### src/hw/ums_pkg_tail_unused_guard.sv
`timescale 1ns/1ps

### src/hw/ums_pkg.sv
/*
 * Shared constants and types for the modem control and line status block.
 * Assumes a single 100 MHz clock domain and a 32-bit APB register bus.
 */
package ums_pkg;

    // ========================================================================
    // Register byte offsets.
    localparam logic [11:0] OFF_DATA      = 12'h000;
    localparam logic [11:0] OFF_FIFO_CTRL = 12'h008;
    localparam logic [11:0] OFF_MODEM     = 12'h010;
    localparam logic [11:0] OFF_LINE      = 12'h014;
    localparam logic [11:0] OFF_INT_STAT  = 12'h020;
    localparam logic [11:0] OFF_INT_CLR   = 12'h024;
    localparam logic [11:0] OFF_INT_EN    = 12'h028;

    // ========================================================================
    // Field positions.
    localparam int MC_DTR_BIT    = 0;
    localparam int MC_RTS_BIT    = 1;
    localparam int FC_ENABLE_BIT = 0;
    localparam int LS_READY_BIT  = 0;
    localparam int LS_PARITY_BIT = 2;
    localparam int LS_FRAME_BIT  = 3;
    localparam int LS_BREAK_BIT  = 4;
    localparam int LS_THRE_BIT   = 5;
    localparam int LS_TEMT_BIT   = 6;
    localparam int LS_FERR_BIT   = 7;
    localparam int EV_THRE_BIT   = 0;
    localparam int EV_BREAK_BIT  = 1;
    localparam int EV_RXERR_BIT  = 2;
    localparam int EV_WIDTH      = 3;

    // ========================================================================
    // Reset values.
    localparam logic [7:0] MODEM_RESET     = 8'h00;
    localparam logic [7:0] FIFO_CTRL_RESET = 8'h00;
    localparam logic [2:0] INT_EN_RESET    = 3'h0;

    // ========================================================================
    // Timing: a break is the line held low for one character frame.
    localparam int CLK_PERIOD_NS = 10;
    localparam int BIT_TIME_NS   = 8680;
    localparam int FRAME_BITS    = 10;
    localparam int BREAK_CYCLES  =
        (BIT_TIME_NS * FRAME_BITS + CLK_PERIOD_NS - 1) / CLK_PERIOD_NS;

    // One received character with its error flags.
    typedef struct packed {
        logic       brk;
        logic       framing_err;
        logic       parity_err;
        logic [7:0] data;
    } ums_rx_char_t;

endpackage : ums_pkg

### src/hw/ums_line_status.sv
/*
 * Modem handshake outputs, line status register, transmit and receive
 * FIFOs, break detection and interrupt for one UART channel, with an APB
 * slave. Assumes the bit shifter and receiver run on the same clock and
 * that the receive pin is asynchronous.
 */
// The APB interface to the registers and the address map were left to the implementer.
`timescale 1ns/1ps
module ums_line_status #(
    parameter int TX_DEPTH     = 128,
    parameter int RX_DEPTH     = 128,
    parameter int BREAK_CYCLES = ums_pkg::BREAK_CYCLES
) (
    input  wire logic                  clock_i,
    input  wire logic                  rstn_i,
    input  wire logic                  psel_i,
    input  wire logic                  penable_i,
    input  wire logic                  pwrite_i,
    input  wire logic [11:0]           paddr_i,
    input  wire logic [31:0]           pwdata_i,
    output logic      [31:0]           prdata_o,
    output logic                       pready_o,
    output logic                       pslverr_o,
    output logic                       irq_o,
    output logic                       request_to_send_out_n_o,
    output logic                       terminal_ready_out_n_o,
    output logic      [7:0]            tx_byte_o,
    output logic                       tx_start_o,
    input  wire logic                  tx_done_i,
    input  wire logic                  rx_i,
    input  wire logic                  rx_push_i,
    input  wire ums_pkg::ums_rx_char_t rx_char_i
);

    localparam int TXW = $clog2(TX_DEPTH);
    localparam int RXW = $clog2(RX_DEPTH);
    localparam int BCW = $clog2(BREAK_CYCLES + 1);
    localparam int EV_W = ums_pkg::EV_WIDTH;

    // Pointer wrap relies on power-of-two depths.
    if (TX_DEPTH < 2 || (TX_DEPTH & (TX_DEPTH - 1)) != 0 ||
        RX_DEPTH < 2 || (RX_DEPTH & (RX_DEPTH - 1)) != 0 ||
        BREAK_CYCLES < 1)
    begin : g_bad_param
        $error("ums_line_status: unsupported parameter value");
    end

    // Address match, used for every register decode.
    function automatic logic hit(input logic [11:0] a, input logic [11:0] o);
        hit = (a == o);
    endfunction

    // ========================================================================
    // State.
    logic [7:0]           modem_control_reg;
    logic                 fifo_en;
    logic [2:0]           int_stat;
    logic [2:0]           int_en;
    logic                 brk_flag;
    logic [7:0]           tx_mem [TX_DEPTH];
    logic [TXW-1:0]       tx_wr;
    logic [TXW-1:0]       tx_rd;
    logic [TXW:0]         tx_cnt;
    logic                 shift_full;
    ums_pkg::ums_rx_char_t rx_mem [RX_DEPTH];
    logic [RXW-1:0]       rx_wr;
    logic [RXW-1:0]       rx_rd;
    logic [RXW:0]         rx_cnt;
    logic [RXW:0]         err_cnt;
    logic                 rx_meta;
    logic                 rx_sync;
    logic [BCW-1:0]       low_cnt;
    logic                 brk_seen;

    logic [7:0]           next_modem_control_reg;
    logic                 next_fifo_en;
    logic [2:0]           next_int_stat;
    logic [2:0]           next_int_en;
    logic                 next_brk_flag;
    logic [TXW-1:0]       next_tx_wr;
    logic [TXW-1:0]       next_tx_rd;
    logic [TXW:0]         next_tx_cnt;
    logic                 next_shift_full;
    logic [RXW-1:0]       next_rx_wr;
    logic [RXW-1:0]       next_rx_rd;
    logic [RXW:0]         next_rx_cnt;
    logic [RXW:0]         next_err_cnt;
    logic [BCW-1:0]       next_low_cnt;
    logic                 next_brk_seen;
    logic [31:0]          next_prdata;
    logic                 next_pready;
    logic                 next_pslverr;
    logic                 next_irq;
    logic [7:0]           next_tx_byte;
    logic                 next_tx_start;

    // Combinational helpers.
    logic                 access;
    logic                 wr_en;
    logic                 rd_en;
    logic                 mapped;
    logic                 tx_push;
    logic                 tx_pop;
    logic                 rx_push;
    logic                 rx_pop;
    logic                 flush;
    logic                 brk_event;
    logic [TXW:0]         tx_limit;
    logic [RXW:0]         rx_limit;
    ums_pkg::ums_rx_char_t push_char;
    ums_pkg::ums_rx_char_t head;
    logic                 push_err;
    logic                 pop_err;
    logic [7:0]           line_status_reg;
    logic [2:0]           events;

    // ========================================================================
    // Break detection on the synchronised receive line.
    always_comb
    begin
        next_low_cnt  = low_cnt;
        next_brk_seen = brk_seen;
        brk_event     = 1'b0;
        if (rx_sync)
        begin
            next_low_cnt  = '0;
            next_brk_seen = 1'b0;
        end
        else if (!brk_seen)
        begin
            if (low_cnt == BCW'(BREAK_CYCLES - 1))
            begin
                // Held low a whole frame: flag once until the line idles.
                brk_event     = 1'b1;
                next_brk_seen = 1'b1;
                next_low_cnt  = '0;
            end
            else
            begin
                next_low_cnt = low_cnt + 1'b1;
            end
        end
    end

    // ========================================================================
    // Bus decode, FIFO movement and status.
    always_comb
    begin
        access   = psel_i && penable_i && !pready_o;
        wr_en    = access && pwrite_i;
        rd_en    = access && !pwrite_i;
        mapped   = hit(paddr_i, ums_pkg::OFF_DATA) ||
                   hit(paddr_i, ums_pkg::OFF_FIFO_CTRL) ||
                   hit(paddr_i, ums_pkg::OFF_MODEM) ||
                   hit(paddr_i, ums_pkg::OFF_LINE) ||
                   hit(paddr_i, ums_pkg::OFF_INT_STAT) ||
                   hit(paddr_i, ums_pkg::OFF_INT_CLR) ||
                   hit(paddr_i, ums_pkg::OFF_INT_EN);
        // Non-FIFO operation behaves as a single-entry holding register.
        tx_limit = fifo_en ? (TXW+1)'(TX_DEPTH) : (TXW+1)'(1);
        rx_limit = fifo_en ? (RXW+1)'(RX_DEPTH) : (RXW+1)'(1);
        flush    = wr_en && hit(paddr_i, ums_pkg::OFF_FIFO_CTRL) &&
                   (pwdata_i[ums_pkg::FC_ENABLE_BIT] != fifo_en);

        tx_push  = wr_en && hit(paddr_i, ums_pkg::OFF_DATA) &&
                   (tx_cnt < tx_limit);
        tx_pop   = !shift_full && (tx_cnt != '0);

        // A detected break replaces whatever the receiver offers.
        push_char = rx_char_i;
        if (brk_event)
        begin
            push_char = '{brk: 1'b1, framing_err: 1'b0,
                          parity_err: 1'b0, data: 8'h00};
        end
        rx_push  = (brk_event || rx_push_i) && (rx_cnt < rx_limit);
        rx_pop   = rd_en && hit(paddr_i, ums_pkg::OFF_DATA) &&
                   (rx_cnt != '0);
        head     = rx_mem[rx_rd];
        push_err = push_char.brk || push_char.framing_err ||
                   push_char.parity_err;
        pop_err  = head.brk || head.framing_err || head.parity_err;

        line_status_reg = 8'h00;
        line_status_reg[ums_pkg::LS_FERR_BIT]   = (err_cnt != '0);
        line_status_reg[ums_pkg::LS_TEMT_BIT]   =
            (tx_cnt == '0) && !shift_full;
        line_status_reg[ums_pkg::LS_THRE_BIT]   = (tx_cnt == '0);
        line_status_reg[ums_pkg::LS_BREAK_BIT]  = brk_flag;
        line_status_reg[ums_pkg::LS_FRAME_BIT]  =
            (rx_cnt != '0) && head.framing_err;
        line_status_reg[ums_pkg::LS_PARITY_BIT] =
            (rx_cnt != '0) && head.parity_err;
        line_status_reg[ums_pkg::LS_READY_BIT]  = (rx_cnt != '0);

        events = '0;
        events[ums_pkg::EV_THRE_BIT]  = tx_pop && (tx_cnt == (TXW+1)'(1));
        events[ums_pkg::EV_BREAK_BIT] = brk_event;
        events[ums_pkg::EV_RXERR_BIT] = rx_push && push_err;
    end

    // ========================================================================
    // Next register values.
    always_comb
    begin
        next_modem_control_reg = modem_control_reg;
        next_fifo_en = fifo_en;
        next_int_en  = int_en;
        next_int_stat = int_stat;
        next_brk_flag = brk_flag;
        next_tx_wr = tx_wr;
        next_tx_rd = tx_rd;
        next_tx_cnt = tx_cnt;
        next_shift_full = shift_full;
        next_rx_wr = rx_wr;
        next_rx_rd = rx_rd;
        next_rx_cnt = rx_cnt;
        next_err_cnt = err_cnt;
        next_tx_byte = tx_byte_o;
        next_tx_start = 1'b0;
        next_pready = access;
        next_pslverr = access && !mapped;
        next_prdata = 32'h0000_0000;

        if (wr_en && hit(paddr_i, ums_pkg::OFF_MODEM))
        begin
            next_modem_control_reg = pwdata_i[7:0];
        end
        if (wr_en && hit(paddr_i, ums_pkg::OFF_FIFO_CTRL))
        begin
            next_fifo_en = pwdata_i[ums_pkg::FC_ENABLE_BIT];
        end
        if (wr_en && hit(paddr_i, ums_pkg::OFF_INT_EN))
        begin
            next_int_en = pwdata_i[EV_W-1:0];
        end
        // Clearing write first, so a same-cycle event still sets the bit.
        if (wr_en && hit(paddr_i, ums_pkg::OFF_INT_CLR))
        begin
            next_int_stat = int_stat & ~pwdata_i[EV_W-1:0];
        end
        next_int_stat = next_int_stat | events;
        // Reading line status clears break; a new break wins.
        if (rd_en && hit(paddr_i, ums_pkg::OFF_LINE))
        begin
            next_brk_flag = 1'b0;
        end
        if (brk_event)
        begin
            next_brk_flag = 1'b1;
        end

        // Transmit path: a write fills, the idle shifter drains.
        if (tx_push)
        begin
            next_tx_wr = tx_wr + 1'b1;
        end
        if (tx_pop)
        begin
            next_tx_rd      = tx_rd + 1'b1;
            next_shift_full = 1'b1;
            next_tx_byte    = tx_mem[tx_rd];
            next_tx_start   = 1'b1;
        end
        else if (tx_done_i)
        begin
            next_shift_full = 1'b0;
        end
        next_tx_cnt = tx_cnt + (TXW+1)'(tx_push) - (TXW+1)'(tx_pop);

        // Receive path with a running count of flagged characters.
        if (rx_push)
        begin
            next_rx_wr = rx_wr + 1'b1;
        end
        if (rx_pop)
        begin
            next_rx_rd  = rx_rd + 1'b1;
        end
        next_rx_cnt  = rx_cnt + (RXW+1)'(rx_push) - (RXW+1)'(rx_pop);
        next_err_cnt = err_cnt + (RXW+1)'(rx_push && push_err)
                       - (RXW+1)'(rx_pop && pop_err);

        // Changing mode discards both queues.
        if (flush)
        begin
            next_tx_wr   = '0;
            next_tx_rd   = '0;
            next_tx_cnt  = '0;
            next_rx_wr   = '0;
            next_rx_rd   = '0;
            next_rx_cnt  = '0;
            next_err_cnt = '0;
        end

        if (rd_en)
        begin
            case (1'b1)
                hit(paddr_i, ums_pkg::OFF_DATA):
                    next_prdata = {24'h000000, head.data};
                hit(paddr_i, ums_pkg::OFF_FIFO_CTRL):
                    next_prdata = {31'h00000000, fifo_en};
                hit(paddr_i, ums_pkg::OFF_MODEM):
                    next_prdata = {24'h000000, modem_control_reg};
                hit(paddr_i, ums_pkg::OFF_LINE):
                    next_prdata = {24'h000000, line_status_reg};
                hit(paddr_i, ums_pkg::OFF_INT_STAT):
                    next_prdata = {29'h00000000, int_stat};
                hit(paddr_i, ums_pkg::OFF_INT_EN):
                    next_prdata = {29'h00000000, int_en};
                default:
                    next_prdata = 32'h0000_0000;
            endcase
        end

        // Level interrupt from enabled sticky bits or holding empty.
        next_irq = |(next_int_stat & next_int_en) ||
                   ((next_tx_cnt == '0) &&
                    next_int_en[ums_pkg::EV_THRE_BIT]);
    end

    // ========================================================================
    // Registers.
    always_ff @(posedge clock_i)
    begin
        rx_meta <= rx_i;
        rx_sync <= rx_meta;
        if (tx_push)
        begin
            tx_mem[tx_wr] <= pwdata_i[7:0];
        end
        if (rx_push)
        begin
            rx_mem[rx_wr] <= push_char;
        end
        if (!rstn_i)
        begin
            modem_control_reg       <= ums_pkg::MODEM_RESET;
            fifo_en                 <= ums_pkg::FIFO_CTRL_RESET[0];
            int_en                  <= ums_pkg::INT_EN_RESET;
            int_stat                <= '0;
            brk_flag                <= 1'b0;
            tx_wr                   <= '0;
            tx_rd                   <= '0;
            tx_cnt                  <= '0;
            shift_full              <= 1'b0;
            rx_wr                   <= '0;
            rx_rd                   <= '0;
            rx_cnt                  <= '0;
            err_cnt                 <= '0;
            low_cnt                 <= '0;
            brk_seen                <= 1'b1;
            prdata_o                <= 32'h0000_0000;
            pready_o                <= 1'b0;
            pslverr_o               <= 1'b0;
            irq_o                   <= 1'b0;
            request_to_send_out_n_o <= 1'b1;
            terminal_ready_out_n_o  <= 1'b1;
            tx_byte_o               <= 8'h00;
            tx_start_o              <= 1'b0;
        end
        else
        begin
            modem_control_reg       <= next_modem_control_reg;
            fifo_en                 <= next_fifo_en;
            int_en                  <= next_int_en;
            int_stat                <= next_int_stat;
            brk_flag                <= next_brk_flag;
            tx_wr                   <= next_tx_wr;
            tx_rd                   <= next_tx_rd;
            tx_cnt                  <= next_tx_cnt;
            shift_full              <= next_shift_full;
            rx_wr                   <= next_rx_wr;
            rx_rd                   <= next_rx_rd;
            rx_cnt                  <= next_rx_cnt;
            err_cnt                 <= next_err_cnt;
            low_cnt                 <= next_low_cnt;
            brk_seen                <= next_brk_seen;
            prdata_o                <= next_prdata;
            pready_o                <= next_pready;
            pslverr_o               <= next_pslverr;
            irq_o                   <= next_irq;
            // Set bit drives the pin low; clear holds it high.
            request_to_send_out_n_o <=
                !next_modem_control_reg[ums_pkg::MC_RTS_BIT];
            terminal_ready_out_n_o  <=
                !next_modem_control_reg[ums_pkg::MC_DTR_BIT];
            tx_byte_o               <= next_tx_byte;
            tx_start_o              <= next_tx_start;
        end
    end

endmodule // ums_line_status

### config.mk
export PLATFORM = sky130hd
export DESIGN_NAME = ums_line_status
export DESIGN_NICKNAME = d
export VERILOG_FILES = /design/src/hw/ums_pkg_tail_unused_guard.sv /design/src/hw/ums_pkg.sv /design/src/hw/ums_line_status.sv
export SDC_FILE = /design/constraint.sdc
export NUM_CORES = 2
export LEC_CHECK = 0
export ABC_AREA = 1
export BUFFER_PORTS_ARGS = -buffer_cell sky130_fd_sc_hd__buf_4
export CAP_MARGIN = 5
export CORE_MARGIN = 2
export CORE_UTILIZATION = 40
export CTS_CLUSTER_SIZE = 20
export DETAILED_ROUTE_END_ITERATION = 7
export PLACE_DENSITY = 0.59
export SYNTH_ARGS = -nofsm -noshare
export SYNTH_HDL_FRONTEND = slang
export SYNTH_SLANG_ARGS = --single-unit
export TNS_END_PERCENT = 5
### constraint.sdc
create_clock -name clock_i -period 12.8 [get_ports clock_i]
set_input_delay 3.84 -clock clock_i [delete_from_list [all_inputs] [get_ports clock_i]]
set_output_delay 3.84 -clock clock_i [all_outputs]
set_load 0.005 [all_outputs]
* After elaboration in Yosys (flattened, before gate mapping)
Memory sizes are Yosys's and may differ from the RTL's. A register that Yosys moved wholly into a read port is not among the register bits.
Cells that the tools add are included.
** Storage, ports and cells
- Register bits after elaboration :: 124
- Bits in writable memories :: 2432
- Input port bits :: 63
- Output and inout bits :: 46
- Logic and storage cells :: 141
- Memories kept :: 2
** Memories
- rx_mem :: depth 128, width 11, read ports 1, clocked after Yosys merged registers in 1, write ports 1, RTL line ums_line_status.sv:65 : ums_pkg::ums_rx_char_t rx_mem [RX_DEPTH];
- tx_mem :: depth 128, width 8, read ports 1, clocked after Yosys merged registers in 1, write ports 1, RTL line ums_line_status.sv:60 : logic [7:0] tx_mem [TX_DEPTH];
** Operators by class
- Add/subtract/negate cells :: 11
- $lt $le $gt $ge :: 2
- Equal/unequal tests :: 9
- Mux-type cells :: 29
- Bitwise operators :: 6
- Reductions and logical operators :: 56
** Operator list (count)
- 8-bit two-way mux :: 6
- 12-bit by 6-bit equality test with 1-bit output, second input constant :: 3
- 7-bit by 1-bit adder with 7-bit output, second input constant :: 4
- 8-bit by 1-bit adder with 8-bit output :: 3
- 12-bit by 5-bit equality test with 1-bit output, second input constant :: 2
- 1-bit logical AND :: 24
- 8-bit nonzero test :: 3
- 8-bit by 1-bit subtractor with 8-bit output :: 3
- 8-bit logical NOT :: 2
- 8-bit < comparator :: 2
- 14-bit by 1-bit adder with 14-bit output, second input constant :: 1
- 14-bit equality test, second input constant :: 1
- 1-bit two-way mux :: 14
- 14-bit two-way mux :: 1
- 7-bit two-way mux :: 2
- 12-bit by 4-bit equality test with 1-bit output, second input constant :: 1
- 12-bit logical NOT :: 1
- 1-bit logical OR :: 12
- 3-bit two-way mux :: 4
- 11-bit two-way mux :: 1
- 8-bit by 1-bit equality test with 1-bit output, second input constant :: 1
- 1-bit logical NOT :: 7
- 7-bit OR reduction :: 1
- 3-bit AND :: 2
- other kinds (9) :: 12

* Logic depth before layout (Yosys ltp)
- Word-level depth :: 12
- Gate-level depth with buffers :: 29
- Mapped depth without buffers :: 29

* Least setup slack after synthesis
Ideal clock, no wire load.
- Kind :: input -> register
- Start :: in rx_char_i[10] (netlist bit)
- End :: reg err_cnt[6]
- Library setup time :: 0.058 ns
- Data arrival time :: 7.357 ns
- Data required time :: 12.742 ns
- Path slack :: 5.385 ns
- Stages :: 16
- Path buffers :: 0
- Cell sequence :: inv_1 nand2_1 o21ai_2 ha_1 inv_1 ha_1 inv_1 fa_1 inv_1 a21oi_1 o21ai_0 nand2_1 a21oi_1 nor2_1 a21oi_1 o21a_1
** RTL lines
- start, declared :: RTL line ums_line_status.sv:32 : input wire ums_pkg::ums_rx_char_t rx_char_i
- end signal, assigned :: RTL line ums_line_status.sv:376 : err_cnt <= next_err_cnt;
- end, declared :: RTL line ums_line_status.sv:69 : logic [RXW:0] err_cnt;

==> flow_summary_export.csv <==
group,metric,value,unit
yosys,synth_top_area_share,70.8,%
clock_network,post-cts-setup-buffers,0,
yosys,synth_largest_area_cell,"edfxtp_1",
critical_path,start_kind,"register",
drt,vias,66600,
sta,period_share,54.4,%
critical_path,r2r_cells,28,
cells_and_area,final_common_cell,"edfxtp_1",
critical_path,cpPeakStageDelay,900,ps
critical_path,rrSetupSlack,5830,ps
sta,layout_setup_ws,5830,ps
clock_network,tritoncts,"done",
die,die_w,512,um
cells_and_area,syn_to_final_growth,10.9,%
sta,drv_slew,0,
critical_path,crit_path_top_delay_cell,"dfxtp_4",
yosys,syn_area,103000,um^2
yosys,avgSynthCellArea,12.2,um^2
yosys,synth-async-reset-ratio,0,%
clock_network,cts_resized,0,
critical_path,crit_buf_inv,7,
power,p_total,19000,uW
global_route,grt_pass1_wl,407000,um
sta,worstMarginPinSlew,1270,ps
global_route,grt_pass1_vias,62600,
yosys,netlist_instances,8464,
yosys,synth_edf_count,2432,
status,status,"completed",
critical_path,cp.required,13670,ps
power,internal_power,14200,uW
sta,relSlewSlack,14.9,%
sta,setup-tns-final,0,ps
yosys,ys.warnings.count,0,
die,start_util,40.2,%
cells_and_area,drive_above_1_share,6.79,%
yosys,synth_area_leaders,"edfxtp_1 (71%), nor2_1 (5.1%), o21ai_0 (4.6%), nand2_1 (4.2%), nand3_1 (3.8%)",
hold_path,hold_end,"rx_sync",
critical_path,crit_path_end_kind,"register",
yosys,synth_cell_type_count,56,
drt,drt_wl_total,278000,um
cells_and_area,num-nets-final,8461,
die,rows,186,
clock_network,cts_root_buf,"clkbuf_16",
drt,drt_first_pass_iters,6,
power,switching_share,25.5,%
place,dpl_worst_slack,5400,ps
drt,avgViaCountPerCell,5.59,
place,place_hpwl,152000,um
sta,setup_violations,0,
sta,rsz0062_at_grt,"false",
global_route,antenna_found_initial,8,
critical_path,crit_family,"buffers and inverters",
global_route,grt_max_degree,228,
power,combPwrFrac,11.8,%
yosys,ys.flop_type,"edfxtp_1",
sta,period_needed,6970,ps
drt,drtAntennaViolNets,0,
clock_network,hold_buffers,0,
die,coreArea,257000,um^2
sta,max_freq,144,MHz
clock_network,clock_latency,930,ps
cells_and_area,final_cell_mix,"edfxtp_1 (2432), nor2_1 (1388), nand2_1 (1151)",
clock_network,h-tree-depth,5,
clock_network,clkTransAtPathRegs,60,ps
sta,hold_violations,0,
power,p_leak,0.0377,uW
power,switchingPower,4850,uW
critical_path,worstSetupPathType,"reg2reg",
cells_and_area,largest_reg_flops,1408,
hold_path,hold_path_class,"reg2reg",
power,ir_worst_vdd,174,uV
clock_network,clock-sinks,2547,
power,power_density,166,nW/um^2
place,io_buffers,60,
clock_network,clk_path_buf_depth,4,
drt,drt_iter0_markers,8199,
place,gp_congestion,0.845,
die,die_area,262000,um^2
power,clock_power_share,39.5,%
power,seq_power_share,48.7,%
run,drv_cap,0,
global_route,grt_util_all_layers,20.5,%
yosys,synth_seq_cells,2547,
global_route,grt_overflow,0,
critical_path,worst_path_most_repeated_cell,"a21oi_1",
critical_path,crit_fanout,80,
hold_path,worst_hold_path.num_cells,0,
critical_path,cp_data_arrival_time,7830,ps
critical_path,r2r-end,"err_cnt[6]",
drt,drc_errors,0,
sta,clock_skew,40.9,ps
drt,wire_per_inst,23.3,um
die,ios,109,
cells_and_area,regMostFlops,"rx_mem",
cells_and_area,reg_top3,"rx_mem: 1408 flops, tx_mem: 1024 flops, low_cnt: 14 flops",
yosys,seq_area_frac_synth,73.1,%
hold_path,hold_start,"rx_meta",
clock_network,numCtsBuffers,281,
die,die_height,512,um
==> power groups by stage <==
stage               sequential, uW  clock [uW]  combinational [uW]
finish                        9260        7500                2240
global route                  9260        7940                2470
CTS                           9260        7620                2230
detailed placement            9440           0                2220
global placement              9440           0                2180
floorplan                     9400           0                1470
==> logic make-up after synthesis <==
logic type,synth area share (%)
AO/OA/AOI/OAI,9.04
XOR/XNOR,0.0680
adder cells (fa/ha/maj),0.556
buffers and inverters,3.40
flip-flops,73.1
other,0.00364
AND/OR/NAND/NOR,13.9
==> worst max path at each step <==
stage / slack [ps] / end / from / cells past startpoint
after floorplan: 5390 / err_cnt[6] / rx_char_i[10] / 16
after global placement: 5440 / tx_mem[95][6] / paddr_i[9] / 12
after detailed placement: 5400 / tx_mem[51][1] / paddr_i[11] / 10
after CTS: 5920 / err_cnt[6] / register / 28
after global routing: 5370 / err_cnt[6] / register / 28
final: 5830 / err_cnt[6] / register / 28
==> per-layer routing <==
metal / part of all wire [%] / up-vias / global-route usage (%) / wire length (um)
met4: 2.9 / 6 / 6.42 / 8070
met2: 45 / 2821 / 31.5 / 126000
met3: 8.4 / 476 / 3.24 / 23200
met5: 0.012 / - / 0 / 34
met1: 43 / 33000 / 29.9 / 120000
li1: - / 30400 / - / -
==> Yosys cell counts, types with 5 or more instances <==
| master | instances |
|---|---|
| inv_1 | 178 |
| dfxtp_1 | 115 |
| buf_6 | 21 |
| a211oi_1 | 8 |
| nand3_4 | 7 |
| nand3_1 | 783 |
| nand3_2 | 5 |
| buf_4 | 60 |
| or2_2 | 8 |
| o221ai_1 | 32 |
| edfxtp_1 | 2432 |
| nor3_1 | 20 |
| inv_2 | 8 |
| o22ai_1 | 336 |
| clkinv_1 | 7 |
| nor2_1 | 1389 |
| o31ai_1 | 16 |
| clkbuf_1 | 253 |
| o21ai_1 | 51 |
| nand2_2 | 5 |
| o21ai_0 | 953 |
| buf_2 | 196 |
| o21a_1 | 5 |
| a21oi_1 | 163 |
| nand4_1 | 26 |
| o211ai_1 | 102 |
| nand2_1 | 1152 |
| ha_1 | 41 |
| buf_1 | 35 |
| xor2_1 | 7 |
==> per-stage QoR <==
stage | instance area, um^2 | utilization, % | hold WS [ps] | cells
finish | 114000 | 44.6 | 348 | 11900
global route | 114000 | 44.6 | 348 | 11900
CTS | 114000 | 44.6 | 341 | 11900
detailed placement | 106000 | 41.3 | 312 | 11500
global placement | 106000 | 41.3 | 317 | 11500
floorplan | 103000 | - | 310 | 8487
==> cell type report <==
| class | instances | area, um^2 |
|---|---|---|
| clock inverters | 116 | 878 |
| clock buffers | 357 | 7460 |
| repair buffers | 152 | 1250 |
| fillers | 23000 | 142000 |
| flip-flops and latches | 2547 | 75400 |
| well taps | 3384 | 4230 |
| diodes | 3 | 7.51 |
| inverters | 195 | 802 |
| multi-input cells | 5177 | 24400 |
Power figures use the tool's default switching activity.
